### config.mk
export PLATFORM = sky130hd
export DESIGN_NAME = cat_result_post
export DESIGN_NICKNAME = d
export VERILOG_FILES = /design/src/cat_pkg.sv /design/src/cat_tally_counter.sv /design/src/cat_threshold_counter.sv /design/src/cat_result_post.sv
export SDC_FILE = /design/constraint.sdc
export NUM_CORES = 1
export LEC_CHECK = 0
export ABC_AREA = 1
export BUFFER_PORTS_ARGS = -buffer_cell sky130_fd_sc_hd__buf_2
export CORE_UTILIZATION = 35
export DETAILED_ROUTE_END_ITERATION = 12
export GPL_TIMING_DRIVEN = 0
export PLACE_DENSITY = 0.52
export SLEW_MARGIN = 25
export SYNTH_ARGS = -nofsm -noshare
export SYNTH_HDL_FRONTEND = slang
export SYNTH_SLANG_ARGS = --single-unit
### constraint.sdc
create_clock -name ref_clk_i -period 5.1 [get_ports ref_clk_i]
set_input_delay 0.765 -clock ref_clk_i [delete_from_list [all_inputs] [get_ports ref_clk_i]]
set_output_delay 0.765 -clock ref_clk_i [all_outputs]
set_load 0.01 [all_outputs]
### src/cat_pkg.sv
// constants, types and register map of the current adc result counter and threshold block
`default_nettype none

package cat_pkg;

  // bus and register widths
  localparam int ADDR_W = 32;
  localparam int DATA_W = 32;
  localparam int RES_W = 16;
  localparam int TALLY_W = 16;
  localparam int TCNT_W = 8;
  localparam int BYTE_W = 8;
  localparam int STA_W = 2;

  // register byte addresses
  localparam logic [ADDR_W-1:0] ADDR_TALLY_LIMIT = 32'hffff_0548;
  localparam logic [ADDR_W-1:0] ADDR_TALLY = 32'hffff_054c;
  localparam logic [ADDR_W-1:0] ADDR_THRESH = 32'hffff_0550;
  localparam logic [ADDR_W-1:0] ADDR_TCL = 32'hffff_0554;
  localparam logic [ADDR_W-1:0] ADDR_TCOUNT = 32'hffff_0558;
  localparam logic [ADDR_W-1:0] ADDR_CFG = 32'hffff_0580;
  localparam logic [ADDR_W-1:0] ADDR_STATUS = 32'hffff_0584;
  localparam logic [ADDR_W-1:0] ADDR_CHAN_CTRL = 32'hffff_0588;
  localparam logic [ADDR_W-1:0] ADDR_MODE = 32'hffff_058c;

  // reset values
  localparam logic [TALLY_W-1:0] TALLY_RST = 16'h0000;
  localparam logic [TALLY_W-1:0] TALLY_LIMIT_RST = 16'h0001;
  localparam logic [RES_W-1:0] THRESH_RST = 16'h0000;
  localparam logic [TCNT_W-1:0] TCNT_RST = 8'h00;
  localparam logic [TCNT_W-1:0] TCL_RST = 8'h01;
  localparam logic [BYTE_W-1:0] CFG_RST = 8'h00;
  localparam logic [BYTE_W-1:0] CHAN_RST = 8'h00;
  localparam logic [BYTE_W-1:0] MODE_RST = 8'h00;
  localparam logic [STA_W-1:0] STA_RST = 2'h0;
  localparam logic [DATA_W-1:0] RDATA_IDLE = 32'h0000_0000;

  // counting constants
  localparam logic [TALLY_W-1:0] TALLY_STEP = 16'h0001;
  localparam logic [TCNT_W-1:0] TCNT_STEP = 8'h01;
  localparam logic [TCNT_W-1:0] TCNT_MAX = 8'hff;

  // field positions
  localparam int CFG_CNT_EN_BIT = 0;
  localparam int CFG_CMP_LSB = 3;
  localparam int CFG_CMP_MSB = 4;
  localparam int CHAN_TWOS_BIT = 0;
  localparam int STA_READY_BIT = 0;
  localparam int STA_THRESH_BIT = 1;
  localparam int RES_SIGN_BIT = 15;

  // comparator modes in the configuration register
  typedef enum logic [1:0] {
    CMP_OFF = 2'h0,
    CMP_DECR = 2'h1,
    CMP_CLEAR = 2'h2,
    CMP_RSVD = 2'h3
  } cat_cmp_mode_t;

  // one conversion result from the current-channel datapath
  typedef struct packed {
    logic valid;
    logic [RES_W-1:0] data;
  } cat_result_t;

  // one register bus request
  typedef struct packed {
    logic wr;
    logic rd;
    logic [ADDR_W-1:0] addr;
    logic [DATA_W-1:0] wdata;
  } cat_bus_t;

endpackage : cat_pkg

`default_nettype wire

### src/cat_tally_counter.sv
// conversion tally that wraps at a programmable limit
`default_nettype none

module cat_tally_counter (
  // clock and reset
  input wire logic ref_clk_i,
  input wire logic reset_i,
  // control
  input wire logic clear_i,
  input wire logic count_en_i,
  input wire logic result_valid_i,
  input wire logic [cat_pkg::TALLY_W-1:0] limit_i,
  // state
  output logic [cat_pkg::TALLY_W-1:0] tally_o,
  output logic wrap_o
);

  logic [cat_pkg::TALLY_W-1:0] tally_ff; // running count of results
  logic [cat_pkg::TALLY_W-1:0] nxt_tally; // count after this result
  logic step; // a result is counted this cycle

  // only enabled results move the count
  assign step = result_valid_i && count_en_i;
  assign nxt_tally = tally_ff + cat_pkg::TALLY_STEP;
  // wrap event doubles as the gated conversion interrupt
  assign wrap_o = step && !clear_i && (nxt_tally == limit_i);
  assign tally_o = tally_ff;

  // reconfiguration beats a coincident result
  always_ff @(posedge ref_clk_i) begin
    if (reset_i || clear_i) begin
      tally_ff <= cat_pkg::TALLY_RST;
    end else if (wrap_o) begin
      tally_ff <= cat_pkg::TALLY_RST;
    end else if (step) begin
      tally_ff <= nxt_tally;
    end
  end

endmodule // cat_tally_counter

`default_nettype wire

### src/cat_threshold_counter.sv
// absolute-value comparator and cumulative threshold count
`default_nettype none

module cat_threshold_counter (
  // clock and reset
  input wire logic ref_clk_i,
  input wire logic reset_i,
  // result and configuration
  input wire cat_pkg::cat_result_t result_i,
  input wire cat_pkg::cat_cmp_mode_t mode_i,
  input wire logic twos_i,
  input wire logic [cat_pkg::RES_W-1:0] threshold_i,
  input wire logic [cat_pkg::TCNT_W-1:0] limit_i,
  // state
  output logic [cat_pkg::TCNT_W-1:0] count_o,
  output logic hit_o
);

  // magnitude of a result; 0x8000 in two's complement stays 0x8000
  function automatic logic [cat_pkg::RES_W-1:0] magnitude(input logic [cat_pkg::RES_W-1:0] v, input logic twos);
    if (twos && v[cat_pkg::RES_SIGN_BIT]) begin
      magnitude = (~v) + cat_pkg::TALLY_STEP;
    end else begin
      magnitude = v;
    end
  endfunction

  logic [cat_pkg::TCNT_W-1:0] count_ff; // cumulative above-threshold count
  logic [cat_pkg::TCNT_W-1:0] nxt_count; // count after this result
  logic [cat_pkg::RES_W-1:0] thr_eff; // threshold bits that take part
  logic active; // comparator enabled by mode
  logic at_or_above; // result reached threshold

  assign active = (mode_i == cat_pkg::CMP_DECR) || (mode_i == cat_pkg::CMP_CLEAR);
  // two's complement drops the top threshold bit
  assign thr_eff = twos_i ? {1'b0, threshold_i[cat_pkg::RES_SIGN_BIT-1:0]} : threshold_i;
  assign at_or_above = magnitude(result_i.data, twos_i) >= thr_eff;

  // next count: up on reach, down or cleared below; saturates both ends
  always_comb begin
    nxt_count = count_ff;
    if (at_or_above) begin
      if (count_ff != cat_pkg::TCNT_MAX) begin
        nxt_count = count_ff + cat_pkg::TCNT_STEP;
      end
    end else if (mode_i == cat_pkg::CMP_CLEAR) begin
      nxt_count = cat_pkg::TCNT_RST;
    end else if (count_ff != cat_pkg::TCNT_RST) begin
      nxt_count = count_ff - cat_pkg::TCNT_STEP;
    end
  end

  // flag event as the updated count meets the limit
  assign hit_o = result_i.valid && active && (nxt_count == limit_i);
  assign count_o = count_ff;

  // disabled comparator parks the count at zero
  always_ff @(posedge ref_clk_i) begin
    if (reset_i || !active) begin
      count_ff <= cat_pkg::TCNT_RST;
    end else if (result_i.valid) begin
      count_ff <= nxt_count;
    end
  end

endmodule // cat_threshold_counter

`default_nettype wire

### src/cat_result_post.sv
// top of the current adc result counter and threshold block with its register file
//
// Function
// - 16-bit read-only conversion tally of results
// - tally counts only while counter enable set
// - tally equal to limit clears, keeps counting
// - writing channel control or mode clears tally
// - conversion interrupt once per limit conversions while counter enable set, else every result
// - compare result magnitude with 16-bit threshold
// - unipolar uses bits 15:0, two's uses 14:0
// - 8-bit threshold-count limit, resets to one
// - below threshold decrements or clears the count
// - flag set when count equals its limit
// - threshold flag in status raises adc interrupt
// - 8-bit threshold count rises on reaching threshold
// - 16-bit tally limit register, resets to one
// - comparator field enables and selects count behaviour
//
// Design decision made here: the strobed register port.
`default_nettype none

module cat_result_post (
  // clock and reset
  input wire logic ref_clk_i,
  input wire logic reset_i,
  // conversion results from the current-channel datapath
  input wire cat_pkg::cat_result_t result_i,
  // register bus
  input wire cat_pkg::cat_bus_t bus_i,
  output logic [cat_pkg::DATA_W-1:0] rdata_o,
  // interrupt request
  output logic irq_o
);

  // register map: one 32-bit word per register, narrow registers in the low bits
  //   tally limit: read/write, 16 bits, resets to one
  //   conversion tally: read only, 16 bits
  //   magnitude threshold: read/write, 16 bits
  //   threshold count limit: read/write, 8 bits, resets to one
  //   threshold count: read only, 8 bits
  //   adc configuration: read/write, 8 bits
  //   adc status: write one to clear, bit 0 result ready, bit 1 threshold reached
  //   current channel control: read/write, 8 bits
  //   adc mode: read/write, 8 bits
  // upper bits read as zero and extra write bits are dropped
  //
  // configuration: bit 0 enables the result counter, bits 4:3 pick the comparator,
  //   00 off, 01 decrement below threshold, 10 clear below threshold, 11 off
  // channel control: bit 0 set for two's complement results, clear for unipolar
  //
  // timing: a result taken at edge n moves both counters and the status at edge n,
  //   and the interrupt level changes at that same edge; a read strobe taken at
  //   edge n shows its data for the one cycle after edge n, zero otherwise
  //
  // limitations: the accumulator, the other channels and calibration live elsewhere;
  //   the threshold count saturates at both ends rather than rolling over; the
  //   threshold flag may be raised again while the count sits at its limit; a result
  //   that meets a reconfiguring write in the same cycle is not counted in the tally
  // the block never stalls the bus, so a read costs exactly one cycle of latency

  // address match helper, shared by the write and read decoders
  function automatic logic hit(input logic [cat_pkg::ADDR_W-1:0] a, input logic [cat_pkg::ADDR_W-1:0] ref_a);
    hit = (a == ref_a);
  endfunction

  // software registers
  logic [cat_pkg::TALLY_W-1:0] tally_limit_ff; // conversions per wrap
  logic [cat_pkg::RES_W-1:0] threshold_ff; // magnitude threshold
  logic [cat_pkg::TCNT_W-1:0] tcl_ff; // threshold count limit
  logic [cat_pkg::BYTE_W-1:0] cfg_ff; // adc configuration
  logic [cat_pkg::BYTE_W-1:0] chan_ff; // current channel control
  logic [cat_pkg::BYTE_W-1:0] mode_ff; // adc mode register
  logic [cat_pkg::STA_W-1:0] status_ff; // sticky status bits
  logic [cat_pkg::STA_W-1:0] nxt_status; // status after set and clear

  // output registers
  logic [cat_pkg::DATA_W-1:0] rdata_ff; // read data, one cycle after strobe
  logic [cat_pkg::DATA_W-1:0] nxt_rdata; // selected read value
  logic irq_ff; // interrupt request level

  // decoded write strobes
  logic wr_limit; // tally limit write
  logic wr_thresh; // threshold write
  logic wr_tcl; // threshold count limit write
  logic wr_cfg; // configuration write
  logic wr_status; // status clear write
  logic wr_chan; // channel control write
  logic wr_mode; // mode write
  logic reconfig; // channel reconfigured this cycle

  // block state
  logic [cat_pkg::TALLY_W-1:0] tally; // conversion tally
  logic [cat_pkg::TCNT_W-1:0] tcount; // threshold count
  logic tally_wrap; // gated conversion event
  logic thresh_hit; // threshold count reached its limit
  logic ready_evt; // event that sets the ready bit
  logic count_en; // result counter enable
  cat_pkg::cat_cmp_mode_t cmp_mode; // comparator mode

  // write decode: a plain if chain, one register per address
  always_comb begin
    wr_limit = 1'b0;
    wr_thresh = 1'b0;
    wr_tcl = 1'b0;
    wr_cfg = 1'b0;
    wr_status = 1'b0;
    wr_chan = 1'b0;
    wr_mode = 1'b0;
    // only one strobe is high per cycle, so a write never competes with a read
    if (bus_i.wr) begin
      if (hit(bus_i.addr, cat_pkg::ADDR_TALLY_LIMIT)) begin
        wr_limit = 1'b1;
      end else if (hit(bus_i.addr, cat_pkg::ADDR_THRESH)) begin
        wr_thresh = 1'b1;
      end else if (hit(bus_i.addr, cat_pkg::ADDR_TCL)) begin
        wr_tcl = 1'b1;
      end else if (hit(bus_i.addr, cat_pkg::ADDR_CFG)) begin
        wr_cfg = 1'b1;
      end else if (hit(bus_i.addr, cat_pkg::ADDR_STATUS)) begin
        wr_status = 1'b1;
      end else if (hit(bus_i.addr, cat_pkg::ADDR_CHAN_CTRL)) begin
        wr_chan = 1'b1;
      end else if (hit(bus_i.addr, cat_pkg::ADDR_MODE)) begin
        wr_mode = 1'b1;
      end
      // writes to the read-only counts or unmapped addresses are dropped
    end
  end

  // any channel control or mode write counts as a reconfiguration, even with an unchanged value
  // the mode register steers nothing else here; only its write side effect matters
  assign reconfig = wr_chan || wr_mode;

  // configuration fields that steer the counters
  assign count_en = cfg_ff[cat_pkg::CFG_CNT_EN_BIT];
  assign cmp_mode = cat_pkg::cat_cmp_mode_t'(cfg_ff[cat_pkg::CFG_CMP_MSB:cat_pkg::CFG_CMP_LSB]);

  // tally limit register
  // a limit of zero matches only when the tally rolls over from 0xffff, once per 65536 counted results
  always_ff @(posedge ref_clk_i) begin
    if (reset_i) begin
      tally_limit_ff <= cat_pkg::TALLY_LIMIT_RST;
    end else if (wr_limit) begin
      tally_limit_ff <= bus_i.wdata[cat_pkg::TALLY_W-1:0];
    end
  end

  // threshold register
  // the full word is kept; the two's complement view drops bit 15 downstream
  always_ff @(posedge ref_clk_i) begin
    if (reset_i) begin
      threshold_ff <= cat_pkg::THRESH_RST;
    end else if (wr_thresh) begin
      threshold_ff <= bus_i.wdata[cat_pkg::RES_W-1:0];
    end
  end

  // threshold count limit register
  // a limit of zero is met whenever a below-threshold result leaves the count at zero
  always_ff @(posedge ref_clk_i) begin
    if (reset_i) begin
      tcl_ff <= cat_pkg::TCL_RST;
    end else if (wr_tcl) begin
      tcl_ff <= bus_i.wdata[cat_pkg::TCNT_W-1:0];
    end
  end

  // configuration register
  // bit 0 enables the tally, bits 4:3 pick the comparator mode
  always_ff @(posedge ref_clk_i) begin
    if (reset_i) begin
      cfg_ff <= cat_pkg::CFG_RST;
    end else if (wr_cfg) begin
      cfg_ff <= bus_i.wdata[cat_pkg::BYTE_W-1:0];
    end
  end

  // channel control register; bit 0 picks two's complement results
  always_ff @(posedge ref_clk_i) begin
    if (reset_i) begin
      chan_ff <= cat_pkg::CHAN_RST;
    end else if (wr_chan) begin
      chan_ff <= bus_i.wdata[cat_pkg::BYTE_W-1:0];
    end
  end

  // mode register; held only for read-back here
  // a write of the same value still clears the tally
  always_ff @(posedge ref_clk_i) begin
    if (reset_i) begin
      mode_ff <= cat_pkg::MODE_RST;
    end else if (wr_mode) begin
      mode_ff <= bus_i.wdata[cat_pkg::BYTE_W-1:0];
    end
  end

  // conversion tally with wrap at the limit
  cat_tally_counter u_tally (
    .ref_clk_i(ref_clk_i),
    .reset_i(reset_i),
    .clear_i(reconfig),
    .count_en_i(count_en),
    .result_valid_i(result_i.valid),
    .limit_i(tally_limit_ff),
    .tally_o(tally),
    .wrap_o(tally_wrap)
  );

  // magnitude comparator and threshold count
  // kept apart from the tally so that each counter can be reasoned about alone
  cat_threshold_counter u_thresh (
    .ref_clk_i(ref_clk_i),
    .reset_i(reset_i),
    .result_i(result_i),
    .mode_i(cmp_mode),
    .twos_i(chan_ff[cat_pkg::CHAN_TWOS_BIT]),
    .threshold_i(threshold_ff),
    .limit_i(tcl_ff),
    .count_o(tcount),
    .hit_o(thresh_hit)
  );

  // with the counter off every result is reported, otherwise only wraps
  // the ready bit is the gated conversion interrupt of this channel
  assign ready_evt = count_en ? tally_wrap : result_i.valid;

  // status: write one to clear, a coincident event keeps its bit set
  // the clear is applied first so that the set lines below override it
  always_comb begin
    nxt_status = status_ff;
    if (wr_status) begin
      nxt_status = status_ff & ~bus_i.wdata[cat_pkg::STA_W-1:0];
    end
    if (ready_evt) begin
      nxt_status[cat_pkg::STA_READY_BIT] = 1'b1;
    end
    if (thresh_hit) begin
      nxt_status[cat_pkg::STA_THRESH_BIT] = 1'b1;
    end
  end

  // status register
  always_ff @(posedge ref_clk_i) begin
    if (reset_i) begin
      status_ff <= cat_pkg::STA_RST;
    end else begin
      status_ff <= nxt_status;
    end
  end

  // interrupt follows the status bits on the same edge, no extra lag
  // there is no separate interrupt enable: the level is the or of the status bits
  always_ff @(posedge ref_clk_i) begin
    if (reset_i) begin
      irq_ff <= 1'b0;
    end else begin
      irq_ff <= |nxt_status;
    end
  end

  // read select; unmapped addresses read as zero
  // reads have no side effects, so status bits leave only by a write
  always_comb begin
    nxt_rdata = cat_pkg::RDATA_IDLE;
    if (hit(bus_i.addr, cat_pkg::ADDR_TALLY_LIMIT)) begin
      nxt_rdata = cat_pkg::DATA_W'(tally_limit_ff);
    end else if (hit(bus_i.addr, cat_pkg::ADDR_TALLY)) begin
      nxt_rdata = cat_pkg::DATA_W'(tally);
    end else if (hit(bus_i.addr, cat_pkg::ADDR_THRESH)) begin
      nxt_rdata = cat_pkg::DATA_W'(threshold_ff);
    end else if (hit(bus_i.addr, cat_pkg::ADDR_TCL)) begin
      nxt_rdata = cat_pkg::DATA_W'(tcl_ff);
    end else if (hit(bus_i.addr, cat_pkg::ADDR_TCOUNT)) begin
      nxt_rdata = cat_pkg::DATA_W'(tcount);
    end else if (hit(bus_i.addr, cat_pkg::ADDR_CFG)) begin
      nxt_rdata = cat_pkg::DATA_W'(cfg_ff);
    end else if (hit(bus_i.addr, cat_pkg::ADDR_STATUS)) begin
      nxt_rdata = cat_pkg::DATA_W'(status_ff);
    end else if (hit(bus_i.addr, cat_pkg::ADDR_CHAN_CTRL)) begin
      nxt_rdata = cat_pkg::DATA_W'(chan_ff);
    end else if (hit(bus_i.addr, cat_pkg::ADDR_MODE)) begin
      nxt_rdata = cat_pkg::DATA_W'(mode_ff);
    end
  end

  // read data stand for exactly the cycle after the strobe, else zero
  // holding stale data would let one read alias into the next idle cycle
  always_ff @(posedge ref_clk_i) begin
    if (reset_i) begin
      rdata_ff <= cat_pkg::RDATA_IDLE;
    end else if (bus_i.rd) begin
      rdata_ff <= nxt_rdata;
    end else begin
      rdata_ff <= cat_pkg::RDATA_IDLE;
    end
  end

  // ports straight from flip-flops
  assign rdata_o = rdata_ff;
  assign irq_o = irq_ff;

endmodule // cat_result_post

`default_nettype wire

==> out/qor.yml <==
status: "finished, final reports clean"
ctsResizeCount: 0
drcViolationCount: 0
slew_headroom_pct: 46.2
rsz0062_at_grt: "no"
synth_top_family_by_area: "simple AND/OR/NAND/NOR gates"
dr.pass1.iters: 7
ys_ff_latch: 107
core-area_sq_mm: 0.0188
grt_pass1_vias: 6149
crit_path_max_fanout: 10
min_path_type: "flop to flop"
synth-async-reset-ratio_pct: 0
ys_types: 44
cts-root-buf: "clkbuf_16"
antenna_found_initial: 0
antenna_cells: 0
setup_viol: 0
multi_input_area_sq_mm: 0.00386
clock.fmax_ghz: 0.231
finalCriticalPeriod_ns: 4.32
clock_skew_ns: 0.00924
cts_buffer_depth: 2
layout-drive-gt1-share_pct: 14.2
start_util_pct: 35.9
finalNonFillerCells: 1397
ys_warn_count: 0
grt_pass1_wl_microns: 33300
drtIter0Drc: 404
area.growth.synth_to_final_pct: 16.5
routabilityCongestion: 0.860
cp-start-kind: "input pin"
die_w_microns: 141
hold_viol: 0
timing.max_cap.violations: 0
drt-total-wl_microns: 21200
finalCritPeriodShare_pct: 84.7
htree_levels: 3
avgViaCountPerCell: 4.89
grt_max_degree: 16
fp-row-count: 50
postRouteAntennaNets: 0
cp-end-kind: "flop"
cts_sinks: 107
post-dp-hpwl_microns: 16800
synth_compound_area_share_pct: 17.6
die_h_microns: 141
fillers: 2068
die_area_sq_mm: 0.0199
synth-edff-count: 0
cts_tree: "done"
synth-main-ff-cell: "dfxtp_1"
fin_setup_tns_ns: 0
synthSimpleGateAreaFrac_pct: 30.0
nNetsFinal: 1241
cp_data_arrival_time_ns: 4.63
ioPinCount: 118
cts_buffers: 9
via_count: 6836
grt_util_all_layers_pct: 21.9
setup.worst_path.class: "input pin to flop"
yosys.area_share.xor_xnor_pct: 4.56
netlist_area_sq_mm: 0.00675
p_leak_uw: 0.00353
drv_slew: 0
post_cts_buffers: 0
tightestPinTransition_ns: 0.804
insertion_delay_ns: 0.36
synth-seq-area-share_pct: 31.7
grt_overflow: 0
cts-hold-fix-buffers: 0
seq_area_sq_mm: 0.00214
avgRoutedWirePerCell_microns: 15.1
ir_drop_uv: 170
syn_avg_cell_area_sq_um: 6.59
io_buffers: 83
placed_cells: 1383
clk_pin_slew_ns: 0.07
synthMuxAreaShare_pct: 0
synth_cells: 1025
powerDensity_mw_per_mm2: 222
synth-adder-area-share_pct: 4.08
cp.required_ns: 5.41
sequential cells by signal, indices dropped and copies added (netlist names):
name              count
threshold_ff         16
u_tally.tally_o      16
tally_limit_ff       16
status_ff             2
rdata_o              16
irq_o                 1
chan_ff               8
cfg_ff                8
mode_ff               8
u_thresh.count_o      8
tcl_ff                8
synthesized netlist by cell type, types with 7 or more instances:
library cell / number / share of area (%)
clkbuf_1: 15 / 0.83
nand3_1: 76 / 5.6
nor3_1: 17 / 1.3
dfxtp_1: 107 / 32
buf_4: 17 / 1.9
nor2_1: 79 / 4.4
ha_1: 22 / 4.1
o21ai_1: 19 / 1.4
xnor2_1: 7 / 0.91
nand4_1: 29 / 2.7
xor2_1: 23 / 3.0
a21oi_1: 105 / 7.8
inv_1: 132 / 7.3
o21ai_0: 76 / 5.6
nand2_1: 223 / 12
buf_2: 10 / 0.74
path summary, 6_finish.rpt:
path | startpoint | endpoint | slack (ns) | depth (start not counted)
max | result_i[3] | irq_o | 0.78 | 25
min | mode_ff[7] | mode_ff[7] | 0.47 | 2
max reg2reg | chan_ff[0] | irq_o | 1.36 | 22
min reg2reg | mode_ff[7] | mode_ff[7] | 0.47 | 2
power breakdown:
group | switching (uW) | internal, uW | leakage, uW
clock | 318 | 452 | 0.000155
sequential | 0.321 | 836 | 0.000862
combinational | 84.5 | 52.4 | 0.00252
worst max-delay path, stage by stage:
cell and delay, ns:
buf_2 0.11, nor2_1 0.18, inv_1 0.06, nor2_1 0.08, nand2_1 0.07, nor3_1 0.18
nor3b_1 0.28, nand3_1 0.17, o21ai_0 0.23, xnor2_1 0.15, ha_1 0.26, a21oi_1 0.15
o21ai_0 0.10, nor2_1 0.63, nand3_1 0.18, buf_4 0.22, nand2_1 0.09, nand2_1 0.10
nand2_1 0.07, nand3_1 0.06, nor2_1 0.09, nand2_1 0.08, o21bai_1 0.13, nand2_1 0.08
nand2_1 0.10
final cells by class:
class | count | area share (%)
plain buffers | 47 | 3.59
clock buffers | 12 | 3.26
clock inverters | 2 | 0.763
inverters | 140 | 6.68
multi-input cells | 746 | 49.1
flip-flops and latches | 107 | 27.2
well taps | 260 | 4.13
repair buffers | 83 | 5.28
cells by family (layout without fill, tap and decap cells):
logic type | after synthesis | in the layout
flops | 107 | 107
xor+xnor | 32 | 32
fa+ha+maj | 22 | 22
buf+inv | 187 | 284
simple gates | 452 | 452
compound gates | 224 | 224
other cells | 1 | 16
routing by layer:
layer  wire (microns)  part of all wire [%]  track usage, %  vias to the layer above
met1            10600                    50            31.2                     3083
met5                0                     0               0                        -
li1                 -                     -               -                     3566
met2             9430                    45            34.2                      166
met4              354                   1.7            7.21                        0
met3              802                   3.8            2.75                       21
placed cells by master, fill, tap and decap left out, types with 3 or more instances in the layout:
cell / n
inv_2: 6
ha_1: 22
nand2_1: 223
inv_1: 132
xnor2_1: 7
o211ai_1: 5
or2_2: 6
conb_1: 16
o21ai_1: 19
buf_6: 4
nor3_1: 17
nand3_1: 76
nor2_1: 79
nand3_2: 3
nor4_1: 3
nor3_2: 3
clkbuf_16: 9
nor2_2: 3
a22oi_1: 6
dfxtp_1: 107
clkbuf_1: 16
nand4_1: 29
buf_2: 93
o21ai_0: 76
a21oi_1: 105
buf_4: 17
xor2_1: 23
a21oi_2: 3
metrics by stage:
| stage | util, % | hold slack (ns) | power [uW] | setup slack, ns | cell area, sq um |
|---|---|---|---|---|---|
| final | 41.8 | 0.468 | 1740 | 0.778 | 7870 |
| after detailed placement | 40.1 | 0.457 | 992 | 0.398 | 7550 |
| after global placement | 40.1 | 0.454 | 992 | 0.378 | 7550 |
| after global routing | 41.8 | 0.483 | 1800 | 0.297 | 7870 |
| after CTS | 41.8 | 0.468 | 1750 | 0.758 | 7870 |
| after floorplan | - | 0.442 | 933 | 1.42 | 6810 |
Power figures use the tool's default switching activity.
